File: config.mk
export PLATFORM = sky130hd
export DESIGN_NAME = pack_mode_charge_controller
export DESIGN_NICKNAME = d
export VERILOG_FILES = /design/src/rtl/pack_mode_charge_controller.v /design/src/rtl/flag_sync.v /design/src/rtl/ms_tick.v
export VERILOG_INCLUDE_DIRS = /design/src /design/src/common
export SDC_FILE = /design/constraint.sdc
export NUM_CORES = 1
export LEC_CHECK = 0
export ABC_AREA = 1
export ABC_CLOCK_PERIOD_IN_PS = 1600
export BUFFER_PORTS_ARGS = -buffer_cell sky130_fd_sc_hd__buf_2
export CAP_MARGIN = 20
export CORE_ASPECT_RATIO = 1.1
export CORE_MARGIN = 10
export CORE_UTILIZATION = 40
export CTS_CLUSTER_DIAMETER = 150
export DETAILED_ROUTE_END_ITERATION = 12
export PLACE_DENSITY_LB_ADDON = 0.08
export SYNTH_ARGS = -nofsm -noshare
export SYNTH_HDL_FRONTEND = slang
export SYNTH_SLANG_ARGS = --single-unit
export TNS_END_PERCENT = 10
File: constraint.sdc
create_clock -name clk_i -period 1.6 [get_ports clk_i]
set_input_delay 0 -clock clk_i [delete_from_list [all_inputs] [get_ports clk_i]]
set_output_delay 0 -clock clk_i [all_outputs]
set_load 0.02 [all_outputs]
File: src/common/pack_ctrl_consts.vh
`ifndef PACK_CTRL_CONSTS_VH
`define PACK_CTRL_CONSTS_VH
// Clock period in picoseconds (200 MHz)
`define CLK_PERIOD_PS 5000
// Tick period in microseconds (1 ms tick)
`define TICK_US 1000
`define TICK_CYCLES ((`TICK_US * 1000000) / `CLK_PERIOD_PS)
// Times in milliseconds
`define PB_ON_MS 30
`define PB_OFF_MS 1500
`define PARK_WAIT_MS 2000
`define HICCUP_MS 2000
`define FLASH_PB_MS 3000
`define FLASH_HALF_MS 1000
`define SHOW_MS 5000
// Mode codes
`define MODE_PARK 2'h0
`define MODE_CHARGE 2'h1
`define MODE_BOOST 2'h2
// Charger state codes
`define CHG_PRE 3'h0
`define CHG_FAST 3'h1
`define CHG_TOP 3'h2
`define CHG_EOC 3'h3
`define CHG_IDLE 3'h4
`endif

File: src/rtl/pack_mode_charge_controller.v
`include "pack_ctrl_consts.vh"
module pack_mode_charge_controller #(
  parameter FLASHLIGHT = 0,
  parameter TICK_CYCLES = `TICK_CYCLES
) (
  // Clock and reset
  input wire clk_i,
  input wire rst_b_i,
  // User pins
  input wire park_pin_i,
  input wire push_button_b_i,
  // Analog comparator flags
  input wire input_supply_valid_i,
  input wire out_undervolt_i,
  input wire bat_undervolt_i,
  input wire bat_above_precond_i,
  input wire bat_at_term_i,
  input wire chg_current_low_i,
  input wire bat_recharge_i,
  input wire bat_above_low_i,
  input wire [3:0] bat_above_level_i,
  // Switch enables
  output reg input_path_switch_o,
  output reg converter_buck_o,
  output reg converter_boost_o,
  output reg precond_current_o,
  output reg const_voltage_o,
  output reg flashlight_o,
  // Status
  output reg [1:0] mode_o,
  output reg [2:0] chg_state_o,
  output reg uv_latched_o,
  // Level lamps
  output reg level_lamp_1_o,
  output reg level_lamp_2_o,
  output reg level_lamp_3_o,
  output reg level_lamp_4_o
);
  localparam NSYNC = 14;
  localparam [1:0] MODE_PARK = `MODE_PARK;
  localparam [1:0] MODE_CHARGE = `MODE_CHARGE;
  localparam [1:0] MODE_BOOST = `MODE_BOOST;
  localparam [2:0] CHG_PRE = `CHG_PRE;
  localparam [2:0] CHG_FAST = `CHG_FAST;
  localparam [2:0] CHG_TOP = `CHG_TOP;
  localparam [2:0] CHG_EOC = `CHG_EOC;
  localparam [2:0] CHG_IDLE = `CHG_IDLE;
  localparam [12:0] PB_ON = `PB_ON_MS;
  localparam [12:0] PB_OFF = `PB_OFF_MS;
  localparam [12:0] PARK_WAIT = `PARK_WAIT_MS;
  localparam [12:0] HICCUP = `HICCUP_MS;
  localparam [12:0] FLASH_PB = `FLASH_PB_MS;
  localparam [12:0] FLASH_HALF = `FLASH_HALF_MS;
  localparam [12:0] SHOW = `SHOW_MS;

  wire tick;
  wire [NSYNC-1:0] raw;
  wire [NSYNC-1:0] syn;

  // Shared millisecond tick
  ms_tick #(
    .TICK_CYCLES(TICK_CYCLES)
  ) u_tick (
    .clk_i(clk_i),
    .rst_b_i(rst_b_i),
    .tick_o(tick)
  );

  assign raw = {bat_above_level_i, bat_above_low_i, bat_recharge_i, chg_current_low_i, bat_at_term_i,
                bat_above_precond_i, bat_undervolt_i, out_undervolt_i, input_supply_valid_i,
                ~push_button_b_i, park_pin_i};

  // Input synchronisers
  flag_sync #(
    .WIDTH(NSYNC)
  ) u_sync (
    .clk_i(clk_i),
    .rst_b_i(rst_b_i),
    .async_i(raw),
    .sync_o(syn)
  );

  wire park_s = syn[0];
  wire pressed_s = syn[1];
  wire vin_s = syn[2];
  wire out_uv_s = syn[3];
  wire bat_uv_s = syn[4];
  wire pre_ok_s = syn[5];
  wire term_s = syn[6];
  wire ilow_s = syn[7];
  wire rech_s = syn[8];
  wire low_ok_s = syn[9];
  wire [3:0] lvl_s = syn[13:10];

  // Push button hold timer and release edge
  reg [12:0] press_ms_r;
  reg pressed_d_r;
  reg press_used_r;
  reg flash_used_r;
  wire release_ev = pressed_d_r & ~pressed_s;

  always @(posedge clk_i) begin
    if (!rst_b_i) begin
      press_ms_r <= 13'h0000;
      pressed_d_r <= 1'b0;
    end else begin
      pressed_d_r <= pressed_s;
      if (!pressed_s) begin
        press_ms_r <= 13'h0000;
      end else if (tick && press_ms_r != 13'h1FFF) begin
        press_ms_r <= press_ms_r + 13'h0001;
      end
    end
  end

  // Hold thresholds; on and off share one arming flag so only one fires per press, flash has its own
  wire hold_on = pressed_s && press_ms_r > PB_ON && !press_used_r;
  wire hold_off = pressed_s && press_ms_r > PB_OFF && !press_used_r;
  wire hold_flash = pressed_s && press_ms_r >= FLASH_PB && !flash_used_r;

  // Mode state machine
  reg [1:0] mode_r;
  reg [1:0] mode_nxt;
  reg [1:0] target_r;
  reg [12:0] wait_ms_r;
  reg boost_req_r;
  reg uv_latch_r;
  reg vin_d_r;
  reg [12:0] hic_ms_r;
  reg hiccup_r;

  // Requested mode from pins
  wire [1:0] want = vin_s ? MODE_CHARGE :
                    (park_s || uv_latch_r || !boost_req_r) ? MODE_PARK : MODE_BOOST;

  always @* begin
    mode_nxt = mode_r;
    case (mode_r)
      MODE_PARK: begin
        if (want != MODE_PARK && wait_ms_r >= PARK_WAIT) begin
          mode_nxt = want;
        end
      end
      MODE_CHARGE: begin
        if (want != MODE_CHARGE) begin
          mode_nxt = MODE_PARK;
        end
      end
      MODE_BOOST: begin
        if (want != MODE_BOOST) begin
          mode_nxt = MODE_PARK;
        end
      end
      default: begin
        mode_nxt = MODE_PARK;
      end
    endcase
  end

  // Mode, park wait, boost request and undervoltage latch
  always @(posedge clk_i) begin
    if (!rst_b_i) begin
      mode_r <= MODE_PARK;
      target_r <= MODE_PARK;
      wait_ms_r <= 13'h0000;
      boost_req_r <= 1'b0;
      uv_latch_r <= 1'b0;
      vin_d_r <= 1'b0;
      press_used_r <= 1'b0;
    end else begin
      mode_r <= mode_nxt;
      target_r <= want;
      vin_d_r <= vin_s;
      if (mode_nxt != MODE_PARK || mode_r != MODE_PARK) begin
        wait_ms_r <= 13'h0000;
      end else if (tick && wait_ms_r != 13'h1FFF) begin
        wait_ms_r <= wait_ms_r + 13'h0001;
      end
      // Latch in boost, released only by fresh input power
      if (mode_r == MODE_BOOST && bat_uv_s) begin
        uv_latch_r <= 1'b1;
      end else if (vin_s && !vin_d_r) begin
        uv_latch_r <= 1'b0;
      end
      if (!pressed_s) begin
        press_used_r <= 1'b0;
      end
      if (park_s || vin_s || uv_latch_r) begin
        boost_req_r <= 1'b0;
      end else if (!boost_req_r && hold_on) begin
        boost_req_r <= 1'b1;
        press_used_r <= 1'b1;
      end else if (FLASHLIGHT == 0 && boost_req_r && mode_r == MODE_BOOST && hold_off) begin
        boost_req_r <= 1'b0;
        press_used_r <= 1'b1;
      end else if (FLASHLIGHT != 0 && hold_flash) begin
        press_used_r <= 1'b1;
      end
    end
  end

  // Input path hiccup on output undervoltage
  always @(posedge clk_i) begin
    if (!rst_b_i) begin
      hiccup_r <= 1'b0;
      hic_ms_r <= 13'h0000;
    end else if (mode_r != MODE_CHARGE) begin
      hiccup_r <= 1'b0;
      hic_ms_r <= 13'h0000;
    end else if (!hiccup_r && out_uv_s) begin
      hiccup_r <= 1'b1;
      hic_ms_r <= 13'h0000;
    end else if (hiccup_r && tick) begin
      if (hic_ms_r >= HICCUP - 13'h0001) begin
        hiccup_r <= 1'b0;
      end else begin
        hic_ms_r <= hic_ms_r + 13'h0001;
      end
    end
  end

  // Flashlight toggle, own arming flag so a boost start cannot swallow it
  always @(posedge clk_i) begin
    if (!rst_b_i) begin
      flashlight_o <= 1'b0;
      flash_used_r <= 1'b0;
    end else if (!pressed_s) begin
      flash_used_r <= 1'b0;
    end else if (FLASHLIGHT != 0 && hold_flash) begin
      flashlight_o <= ~flashlight_o;
      flash_used_r <= 1'b1;
    end
  end

  // Charger state machine
  reg [2:0] chg_r;
  reg [2:0] chg_nxt;

  always @* begin
    chg_nxt = chg_r;
    case (chg_r)
      CHG_IDLE: begin
        if (mode_r == MODE_CHARGE) begin
          chg_nxt = CHG_PRE;
        end
      end
      CHG_PRE: begin
        if (pre_ok_s) begin
          chg_nxt = CHG_FAST;
        end
      end
      CHG_FAST: begin
        if (term_s) begin
          chg_nxt = CHG_TOP;
        end
      end
      CHG_TOP: begin
        if (ilow_s) begin
          chg_nxt = CHG_EOC;
        end
      end
      CHG_EOC: begin
        if (rech_s) begin
          chg_nxt = CHG_FAST;
        end
      end
      default: begin
        chg_nxt = CHG_IDLE;
      end
    endcase
    if (mode_r != MODE_CHARGE) begin
      chg_nxt = CHG_IDLE;
    end
  end

  always @(posedge clk_i) begin
    if (!rst_b_i) begin
      chg_r <= CHG_IDLE;
    end else begin
      chg_r <= chg_nxt;
    end
  end

  // Flash phase and display window
  reg [12:0] flash_ms_r;
  reg blink_r;
  reg [12:0] show_ms_r;
  reg show_r;

  always @(posedge clk_i) begin
    if (!rst_b_i) begin
      flash_ms_r <= 13'h0000;
      blink_r <= 1'b1;
      show_ms_r <= 13'h0000;
      show_r <= 1'b0;
    end else begin
      if (tick) begin
        if (flash_ms_r >= FLASH_HALF - 13'h0001) begin
          flash_ms_r <= 13'h0000;
          blink_r <= ~blink_r;
        end else begin
          flash_ms_r <= flash_ms_r + 13'h0001;
        end
      end
      if (FLASHLIGHT == 0 && release_ev) begin
        show_r <= 1'b1;
        show_ms_r <= 13'h0000;
      end else if (show_r && tick) begin
        if (show_ms_r >= SHOW - 13'h0001) begin
          show_r <= 1'b0;
        end else begin
          show_ms_r <= show_ms_r + 13'h0001;
        end
      end
    end
  end

  // Lamp pattern
  reg [3:0] solid;
  reg [3:0] flash;
  reg [3:0] lamps;
  reg lit;
  integer i;

  always @* begin
    solid = 4'h0;
    flash = 4'h0;
    lit = (mode_r == MODE_CHARGE) || mode_r == MODE_BOOST || show_r || FLASHLIGHT != 0;
    if (mode_r == MODE_CHARGE && chg_r == CHG_EOC) begin
      solid = 4'hF;
    end else if (mode_r == MODE_CHARGE) begin
      solid = lvl_s;
      flash = 4'h1;
      for (i = 1; i < 4; i = i + 1) begin
        if (lvl_s[i-1]) begin
          flash = 4'h1 << i;
        end
      end
      if (lvl_s[3]) begin
        solid = 4'h7;
        flash = 4'h8;
      end
    end else if (lvl_s[0]) begin
      solid = lvl_s;
    end else if (low_ok_s) begin
      flash = 4'h1;
    end
    lamps = lit ? (solid | (flash & {4{blink_r}})) : 4'h0;
  end

  // Registered outputs
  always @(posedge clk_i) begin
    if (!rst_b_i) begin
      input_path_switch_o <= 1'b0;
      converter_buck_o <= 1'b0;
      converter_boost_o <= 1'b0;
      precond_current_o <= 1'b0;
      const_voltage_o <= 1'b0;
      mode_o <= MODE_PARK;
      chg_state_o <= CHG_IDLE;
      uv_latched_o <= 1'b0;
      level_lamp_1_o <= 1'b0;
      level_lamp_2_o <= 1'b0;
      level_lamp_3_o <= 1'b0;
      level_lamp_4_o <= 1'b0;
    end else begin
      input_path_switch_o <= (mode_r == MODE_CHARGE) && !hiccup_r;
      converter_buck_o <= (mode_r == MODE_CHARGE) && (chg_r != CHG_EOC) && (chg_r != CHG_IDLE);
      converter_boost_o <= (mode_r == MODE_BOOST);
      precond_current_o <= (mode_r == MODE_CHARGE) && (chg_r == CHG_PRE);
      const_voltage_o <= (mode_r == MODE_CHARGE) && (chg_r == CHG_TOP);
      mode_o <= mode_r;
      chg_state_o <= chg_r;
      uv_latched_o <= uv_latch_r;
      level_lamp_1_o <= lamps[0];
      level_lamp_2_o <= lamps[1];
      level_lamp_3_o <= lamps[2];
      level_lamp_4_o <= lamps[3];
    end
  end
endmodule

File: src/rtl/flag_sync.v
module flag_sync #(
  parameter WIDTH = 8
) (
  // Clock and reset
  input wire clk_i,
  input wire rst_b_i,
  // Asynchronous flags in, synchronised out
  input wire [WIDTH-1:0] async_i,
  output wire [WIDTH-1:0] sync_o
);
  reg [WIDTH-1:0] meta_r;
  reg [WIDTH-1:0] sync_r;

  // Two flop chain per bit
  always @(posedge clk_i) begin
    if (!rst_b_i) begin
      meta_r <= {WIDTH{1'b0}};
      sync_r <= {WIDTH{1'b0}};
    end else begin
      meta_r <= async_i;
      sync_r <= meta_r;
    end
  end

  assign sync_o = sync_r;
endmodule

File: src/rtl/ms_tick.v
`include "pack_ctrl_consts.vh"
module ms_tick #(
  parameter TICK_CYCLES = `TICK_CYCLES
) (
  // Clock and reset
  input wire clk_i,
  input wire rst_b_i,
  // One cycle pulse per millisecond
  output reg tick_o
);
  reg [31:0] cnt_r;

  // Prescaler down to the common tick
  always @(posedge clk_i) begin
    if (!rst_b_i) begin
      cnt_r <= 32'h0000_0000;
      tick_o <= 1'b0;
    end else if (cnt_r >= TICK_CYCLES - 1) begin
      cnt_r <= 32'h0000_0000;
      tick_o <= 1'b1;
    end else begin
      cnt_r <= cnt_r + 32'h0000_0001;
      tick_o <= 1'b0;
    end
  end
endmodule

# Word-level counts from Yosys, hierarchy flattened
# Index checks and enable logic that the tools add are counted.
# classes
n_reduce_logical,57
muxes,40
bitwise,9
n_lt_le_gt_ge,7
n_addsub,6
eq_ne,18
# op_table
operator,count
"13-bit by 1-bit adder with 13-bit output, second input constant",5
"32-bit by 1-bit adder with 32-bit output, second input constant",1
"32-bit by 18-bit >= comparator with 1-bit output, second input constant",1
4-bit 2-to-1 mux,8
"13-bit by 11-bit >= comparator with 1-bit output, second input constant",2
"13-bit != test, second input constant",2
1-bit logical AND,21
3-bit 2-to-1 mux,6
2-bit nonzero test,9
1-bit 2-to-1 mux,17
3-bit one-hot mux with 5 select lines,1
2-bit AND reduction,7
"13-bit by 10-bit >= comparator with 1-bit output, second input constant",1
"13-bit >= comparator, second input constant",1
"13-bit by 11-bit greater-than comparator with 1-bit output, second input constant",1
"13-bit by 5-bit greater-than comparator with 1-bit output, second input constant",1
13-bit 2-to-1 mux,1
2-bit 2-to-1 mux,6
"2-bit by 1-bit != test with 1-bit output, second input constant",6
2-bit OR reduction,5
1-bit logical OR,7
"3-bit by 2-bit == test with 1-bit output, second input constant",2
1-bit NOT,6
2-bit one-hot mux with 3 select lines,1
other kinds (15),19
# word_totals
wordCells,168
regBits,154

# Logic depth before layout (Yosys ltp)
# Gate-level depths: netlist of run 1.
# logic_depth
word_depth,11
mapped_depth,13
depth_no_buf,12

# Modules after synthesis
# From an unflattened synthesis of run 1, not the netlist that was laid out.
# unflattened
hier_cells,940
hier_area_um2,6884.1
# modules_own_cells
module,cells_each,area_each_um2,instances,seq_area_each_um2
pack_mode_charge_controller,692,4799.6,1,1861.8
ms_tick,161,1280.0,1,660.6
flag_sync,87,804.5,1,560.5

# Worst setup path after synthesis of run 1
# No wires, ideal clock.
# synth_timing
path_type,register to register
startpoint,register mode_r[1]
endpoint,register hic_ms_r[2]
path_slack_ns,-0.008
synth_period_minus_slack_ns,1.608
arrival_time_ns,1.493
path_stages_with_launch,10
path_cell_list,dfxtp_1 -> inv_1 -> ha_1 -> nand2_1 -> inv_1 -> o21ai_0 -> clkbuf_1 -> inv_1 -> nand2_1 -> nor2_1
# synth_between
elab_chain_cells,2
# synth_lines
element,line_no,text
from (decl),pack_mode_charge_controller.v:122,reg [1:0] mode_r;
from (signal assigned),pack_mode_charge_controller.v:171,mode_r <= mode_nxt;
2-bit by 1-bit != test with 1-bit output,pack_mode_charge_controller.v:207,end else if (mode_r != MODE_CHARGE) begin
3-bit OR reduction (no source line),n/a,
to (signal assigned),pack_mode_charge_controller.v:217,hic_ms_r <= hic_ms_r + 13'h0001;
to (decl),pack_mode_charge_controller.v:129,reg [12:0] hic_ms_r;
# No other way between the ends.
# A chain may end at the register's enable or synchronous reset.

# Final worst setup path of run 1
# layout_timing
startpoint,register wait_ms_r[1]
endpoint,register wait_ms_r[2]
# layout_between
elab_chain_cells,7
# layout_lines
element,line_no,text
from (decl),pack_mode_charge_controller.v:125,reg [12:0] wait_ms_r;
from (signal assigned),pack_mode_charge_controller.v:177,wait_ms_r <= wait_ms_r + 13'h0001;
13-bit by 11-bit >= comparator with 1-bit output,pack_mode_charge_controller.v:140,if (want != MODE_PARK && wait_ms_r >= PARK_WAIT) begin
1-bit logical AND,pack_mode_charge_controller.v:140,
2-bit 2-to-1 mux,pack_mode_charge_controller.v:140,
2-bit one-hot mux with 3 select lines,pack_mode_charge_controller.v:138,case (mode_r)
2-bit nonzero test,pack_mode_charge_controller.v:174,if (mode_nxt != MODE_PARK || mode_r != MODE_PARK) begin
1-bit logical OR,pack_mode_charge_controller.v:174,
2-bit OR reduction (no source line),n/a,
# Parallel ways exist; a longest one is shown, timed or not.

==> metrics.txt, run 1 <==
largest net degree at the start of global routing=21; Die Wd=143 um; routed len/inst=about 11 um; Die H=155 um; Area Overhead vs Synth=30.9%; hold_sp=push_button_b_i; routability cong.=roughly 0.83; crit-path max cell delay=0.35 ns; final setup fails=0; fin worst setup slack=0.0811 ns; DR vias/cell=4.38; WL final=~14000 um; Commonest cells post-synth=nand2_1 (240), dfxtp_1 (154), inv_1 (127), nor2_1 (108), a21oi_1 (43); diode count=0; GRT overflow=0; Initial DRC Count=257; clock slew at reported path FFs=0.06 ns; fin crit period=1.52 ns; Num CTS Buffers=17; Worst Setup End Kind=flip-flop; I/O pins=32; Synth Instances=905; status=finished, final reports clean; Synthesis Warnings=0; syn_area_per_cell=7.36 um2; First-pass DRT Iterations=4; Synth area leader=dfxtp_1; CORE AREA=16400 um2; final hold violations=0; count leader, synth=nand2_1; Crit path max-delay family=simple AND/OR/NAND/NOR gates; Highest Clock Rate=0.658 GHz; CTS tree=built; initial core utilization=0.407; Synth cell types=39; CP arrival=approximately 1.8 ns; GRT Total Usage=0.129; HP Class=in2reg; vias in the first global route=between 5000 and 6000; adder-cell area share of the yosys netlist=0.0225; Slowest-stage cell, CP=dfxtp_2; RSZ-0062 raised after global routing=yes; Main synth FF type=dfxtp_1; Setup crit start kind=flip-flop; EDFF count, synth=0; Setup crit start=wait_ms_r[1]; Die Area=22200 um2; FF-to-FF Start=wait_ms_r[1]; post-synthesis compound-gate area fraction=0.0605; largest family of logic cells by synthesized area=simple AND/OR/NAND/NOR gates; Post-Place Setup Slack=between 0.02 and 0.025 ns; simple-gate area share of the yosys netlist=0.292; PortBufs=30; Worst Path Required=1.92 ns; mux cell area share after synthesis=0; row cnt=49; CP Buf/Inv Count=3; Setup TNS Final=0 ns; crit path cell chain=ha_4, nand2_2, inv_2, nand3b_4, nor2_4, nand3_4, nand2_8, buf_6, o21ai_0, inv_2, nor2_2; Leak=3.76 nW; Tcrit/Tclk final=0.949; Synth area leaders=dfxtp_1 (46%), nand2_1 (14%), inv_1 (7.2%), nor2_1 (6.1%), xor2_1 (4.6%); PwrDens=981 nW/um2; Peak VDD IR=between 0.6 and 0.7 mV; CTS max path bufs=2; Final ANT Viol Nets=0; initial antenna violation count=0; sequential share of the synthesized area=0.463; CP most frequent cell=inv_2; drt drc=0; clock root buffer master=clkbuf_16; post-DP HPWL=9850 um; XOR/XNOR share of the synthesized area=0.0697; Synth top area share=0.463; asr flop ratio synth=0; Post-Syn Area=6660 um2; Setup CP Type=reg2reg; Synth Register Bits=about 150; total of max-cap violations=0; Max FO, Critical Path=7; Sink Count=154; vias=roughly 5500; clk_skew=0.00888 ns; Final Max Slew Viols=0; fin nets=1077; layout cells sized above 1=0.208; first-pass GRT wire length=23700 um; H-Tree Depth=4; clock latency on the worst-skew pair=0.42 ns
==> logic make-up after synthesis <==
logic type / Yosys count
fa+ha+maj: 12
xor+xnor: 53
compound gates: 76
flops: 154
simple gates: 457
buf+inv: 152
other cells: 1
==> per-stage QoR <==
step | hold slack, ns | power (mW) | instances | cell area [um2] | utilization
after floorplan | 0.0724 | 4.16 | 919 | 6720 | -
after global placement | 0.177 | 4.25 | 1205 | 7590 | 0.464
after detailed placement | 0.175 | 4.25 | 1205 | 7590 | 0.464
after CTS | 0.256 | 8.65 | 1254 | 8420 | 0.514
after global routing | 0.276 | 8.87 | 1265 | 8720 | 0.533
final | 0.269 | 8.56 | 1265 | 8720 | 0.533
==> final timing paths <==
kind	end	slack, ns	cells after the start
setup / recovery	wait_ms_r[2]	0.08	11
hold / removal	u_sync.meta_r[1]	0.27	3
setup reg to reg	wait_ms_r[2]	0.08	11
hold reg to reg	u_sync.sync_o[7]	0.41	2
==> routing by layer <==
metal | GRT usage | share of wire | up-vias
met2 | 0.209 | 0.46 | 61
met5 | 0 | 0 | -
met1 | 0.162 | 0.48 | 2399
met3 | 0.0356 | 0.037 | 15
met4 | 0.0442 | 0.013 | 0
li1 | - | - | 3070
==> placed cells by master (no fill, tap or decap), drive strengths merged, types with 2 or more instances in the layout <==
master,count
nand2,243
dfxtp,154
inv,135
nor2,122
buf,112
a21oi,45
nand3,40
xor2,35
nor3,29
o21ai,23
clkbuf,19
xnor2,18
dlygate4sd3,18
conb,15
ha,12
nand4,10
nor4,6
clkinvlp,4
bufinv,4
a31oi,3
or2,3
o31ai,2
nand3b,2
clkinv,2
==> final cells by class <==
type | count | area (um2)
Multi-Input combinational cell | 613 | 3200
Tap cell | 204 | 255
Sequential cell | 154 | 3100
Timing Repair Buffer | 130 | 1020
Inverter | 133 | 504
Clock inverter | 12 | 188
Fill cell | 1588 | 7650
Clock buffer | 19 | 453
==> where the power goes <==
part           switching, mW  leakage (nW)  internal [mW]  total (mW)
Clock                   1.62         0.300           2.71        4.33
Sequential            0.0324          1.26           3.90        3.93
Combinational          0.160          2.20          0.139       0.299
==> repair_timing <==
action | in CTS | in global routing
setup endpoints to repair | 4 | 78
pin swaps | 0 | 17
hold endpoints to repair | 17 | 0
hold buffers | 18 | 0
gates resized for setup | 2 | 71
buffers inserted | 0 | 11
==> registers in the layout (all words and copies together), names as in the netlist, 3 cells and up <==
| register | count |
|---|---|
| u_tick.cnt_r | 32 |
| u_sync.meta_r | 14 |
| u_sync.sync_o | 14 |
| flash_ms_r | 13 |
| hic_ms_r | 13 |
| press_ms_r | 13 |
| show_ms_r | 13 |
| wait_ms_r | 13 |
| chg_r | 3 |
| chg_state_o | 3 |
==> worst register-to-register path, delay by kind of cell (launching register included) <==
family / cells / cell delay [ns]
compound gates: 1 / 0.10
buf+inv: 3 / 0.27
simple gates: 6 / 0.57
fa+ha+maj: 1 / 0.14
flops: 1 / 0.35
(Power assumes the default switching activity.)
==> inputs of run 2 (changes only) <==
- ABC_CLOCK_PERIOD_IN_PS: 1600 -> 1240
- clock period: 1.6 -> 1.24 ns (I/O delays scaled with it)
==> metrics.txt, run 2 (synthesis results as in run 1) <==
Initial DRC Count=206; status=finished with violations; layout cells sized above 1=0.359; Setup crit start kind=flip-flop; commonest non-fill, non-tap cell in the layout=nand2_1; first-pass GRT wire length=25500 um; clock latency on the worst-skew pair=roughly 0.43 ns; DR vias/cell=4.49; CORE AREA=16400 um2; Final ANT Viol Nets=0; PwrDens=1060 nW/um2; most frequent cells in the layout=nand2_1 (208), buf_4 (176), dfxtp_1 (131), inv_1 (112), nor2_1 (94); Area Overhead vs Synth=49.3%; clock root buffer master=clkbuf_16; PortBufs=30; CTS tree=built; drt drc=0; clk_skew=0.0103 ns; max reg flops=32; Reg with most FFs=u_tick.cnt_r; final hold slack=0.253 ns; clock slew at reported path FFs=0.06 ns; CP Buf/Inv Count=1; Die Area=between 20000 and 25000 um2; I/O pins=32; Worst Setup End Kind=flip-flop; Highest Clock Rate=between 0.6 and 0.7 GHz; post-DP HPWL=10700 um; crit-path max cell delay=0.35 ns; final core occ=0.608; final hold violations=0; total of max-cap violations=0; GRT Total Usage=0.140; Sink Count=154; Slowest-stage cell, CP=dfxtp_2; fin crit period=1.47 ns; Final Max Slew Viols=0; vias=just over 6000; largest net degree at the start of global routing=19; Total Power=about 11 mW; Setup CP Type=reg2reg; Max FO, Critical Path=6; final setup fails=85; Worst Path Required=approximately 1.6 ns; Die Wd=143 um; row cnt=just under 50; initial antenna violation count=0; CP arrival=1.83 ns; RSZ-0062 raised after global routing=yes; H-Tree Depth=4; initial core utilization=0.407; Leak=4.50 nW; Die H=between 150 and 200 um; GRT overflow=0; violated checks=setup timing; diode count=0; CP most frequent cell=nand2_2; Peak VDD IR=0.986 mV; First-pass DRT Iterations=4; routability cong.=0.842; WL final=between 15000 and 20000 um; Tcrit/Tclk final=1.19; vias in the first global route=5807; Crit path max-delay family=simple AND/OR/NAND/NOR gates; Num CTS Buffers=17; crit path cell chain=nand2_2, nor2_4, nand2_2, nand2_4, nand2_2, nand2_2, nand2_2, a21oi_4, nand2_4, clkbuf_16, nor2_2; routed len/inst=~11 um; HP Class=in2reg; fin nets=1186; fin worst setup slack=-0.232 ns; CTS max path bufs=2
[run 2: changes by cell type in the layout (fill, tap and decap cells not counted), moves of 9 or more]
cell | before | now
a21oi_1 | 40 | 31
buf_4 | 74 | 176
dfxtp_1 | 141 | 131
inv_1 | 124 | 112
nand2_1 | 227 | 208
nand2_2 | 14 | 23
nand2_4 | 1 | 12
o21ai_0 | 15 | 6
[run 2: area by class of cell]
cell class,instances,area (um2)
inverters,133,519
fillers,1459,6420
repair buffers,238,1890
clock inverters,14,135
flip-flops and latches,154,3120
clock buffers,18,439
well taps,204,255
multi-input cells,614,3580
[run 2: final timing paths]
check                      to  depth (start not counted)  slack (ns)             start
max              wait_ms_r[8]                         11       -0.23      wait_ms_r[8]
min          u_sync.meta_r[1]                          3        0.25   push_button_b_i
max reg2reg      wait_ms_r[8]                         11       -0.23      wait_ms_r[8]
min reg2reg  u_sync.sync_o[2]                          2        0.41  u_sync.meta_r[2]
[run 2: per-stage QoR]
stage / setup TNS, ns / setup slack [ns] / std cells / instance area, um2
2_1_floorplan: -8.79 / -0.179 / 919 / 6860
3_3_place_gp: -16.26 / -0.284 / 1314 / 8570
3_5_place_dp: -17.61 / -0.295 / 1314 / 8570
4_1_cts: -14.11 / -0.249 / 1367 / 9480
5_1_grt: -21.42 / -0.332 / 1375 / 9950
6_report: -12.04 / -0.232 / 1375 / 9950
[run 2: tightest hold or removal path, cell delays in order]
cell and delay [ns]:
dlygate4sd3_1 0.51, buf_2 0.09, nor2_1 0.03
[run 2: routing by layer]
layer | up-vias | routed length, um | GRT usage
li1 | 3293 | - | -
met1 | 2794 | 7170 | 0.169
met2 | 64 | 7380 | 0.235
met3 | 21 | 479 | 0.0314
met4 | 0 | 273 | 0.0541
met5 | - | 0 | 0
[run 2: timing repair]
item | CTS | global route
pin swaps | 22 | 27
hold endpoints to repair | 16 | 0
endpoints found under the setup margin | 94 | 94
gates resized for setup | 54 | 108
gates cloned | 1 | 2
hold buffers | 15 | 0
buffers inserted | 5 | 6
[run 2: where the power goes]
part	total, mW	switching, mW	leakage (nW)	internal (mW)
logic	0.482	0.248	2.96	0.234
clock network	5.04	2.18	0.281	2.86
registers	5.07	0.0431	1.26	5.03
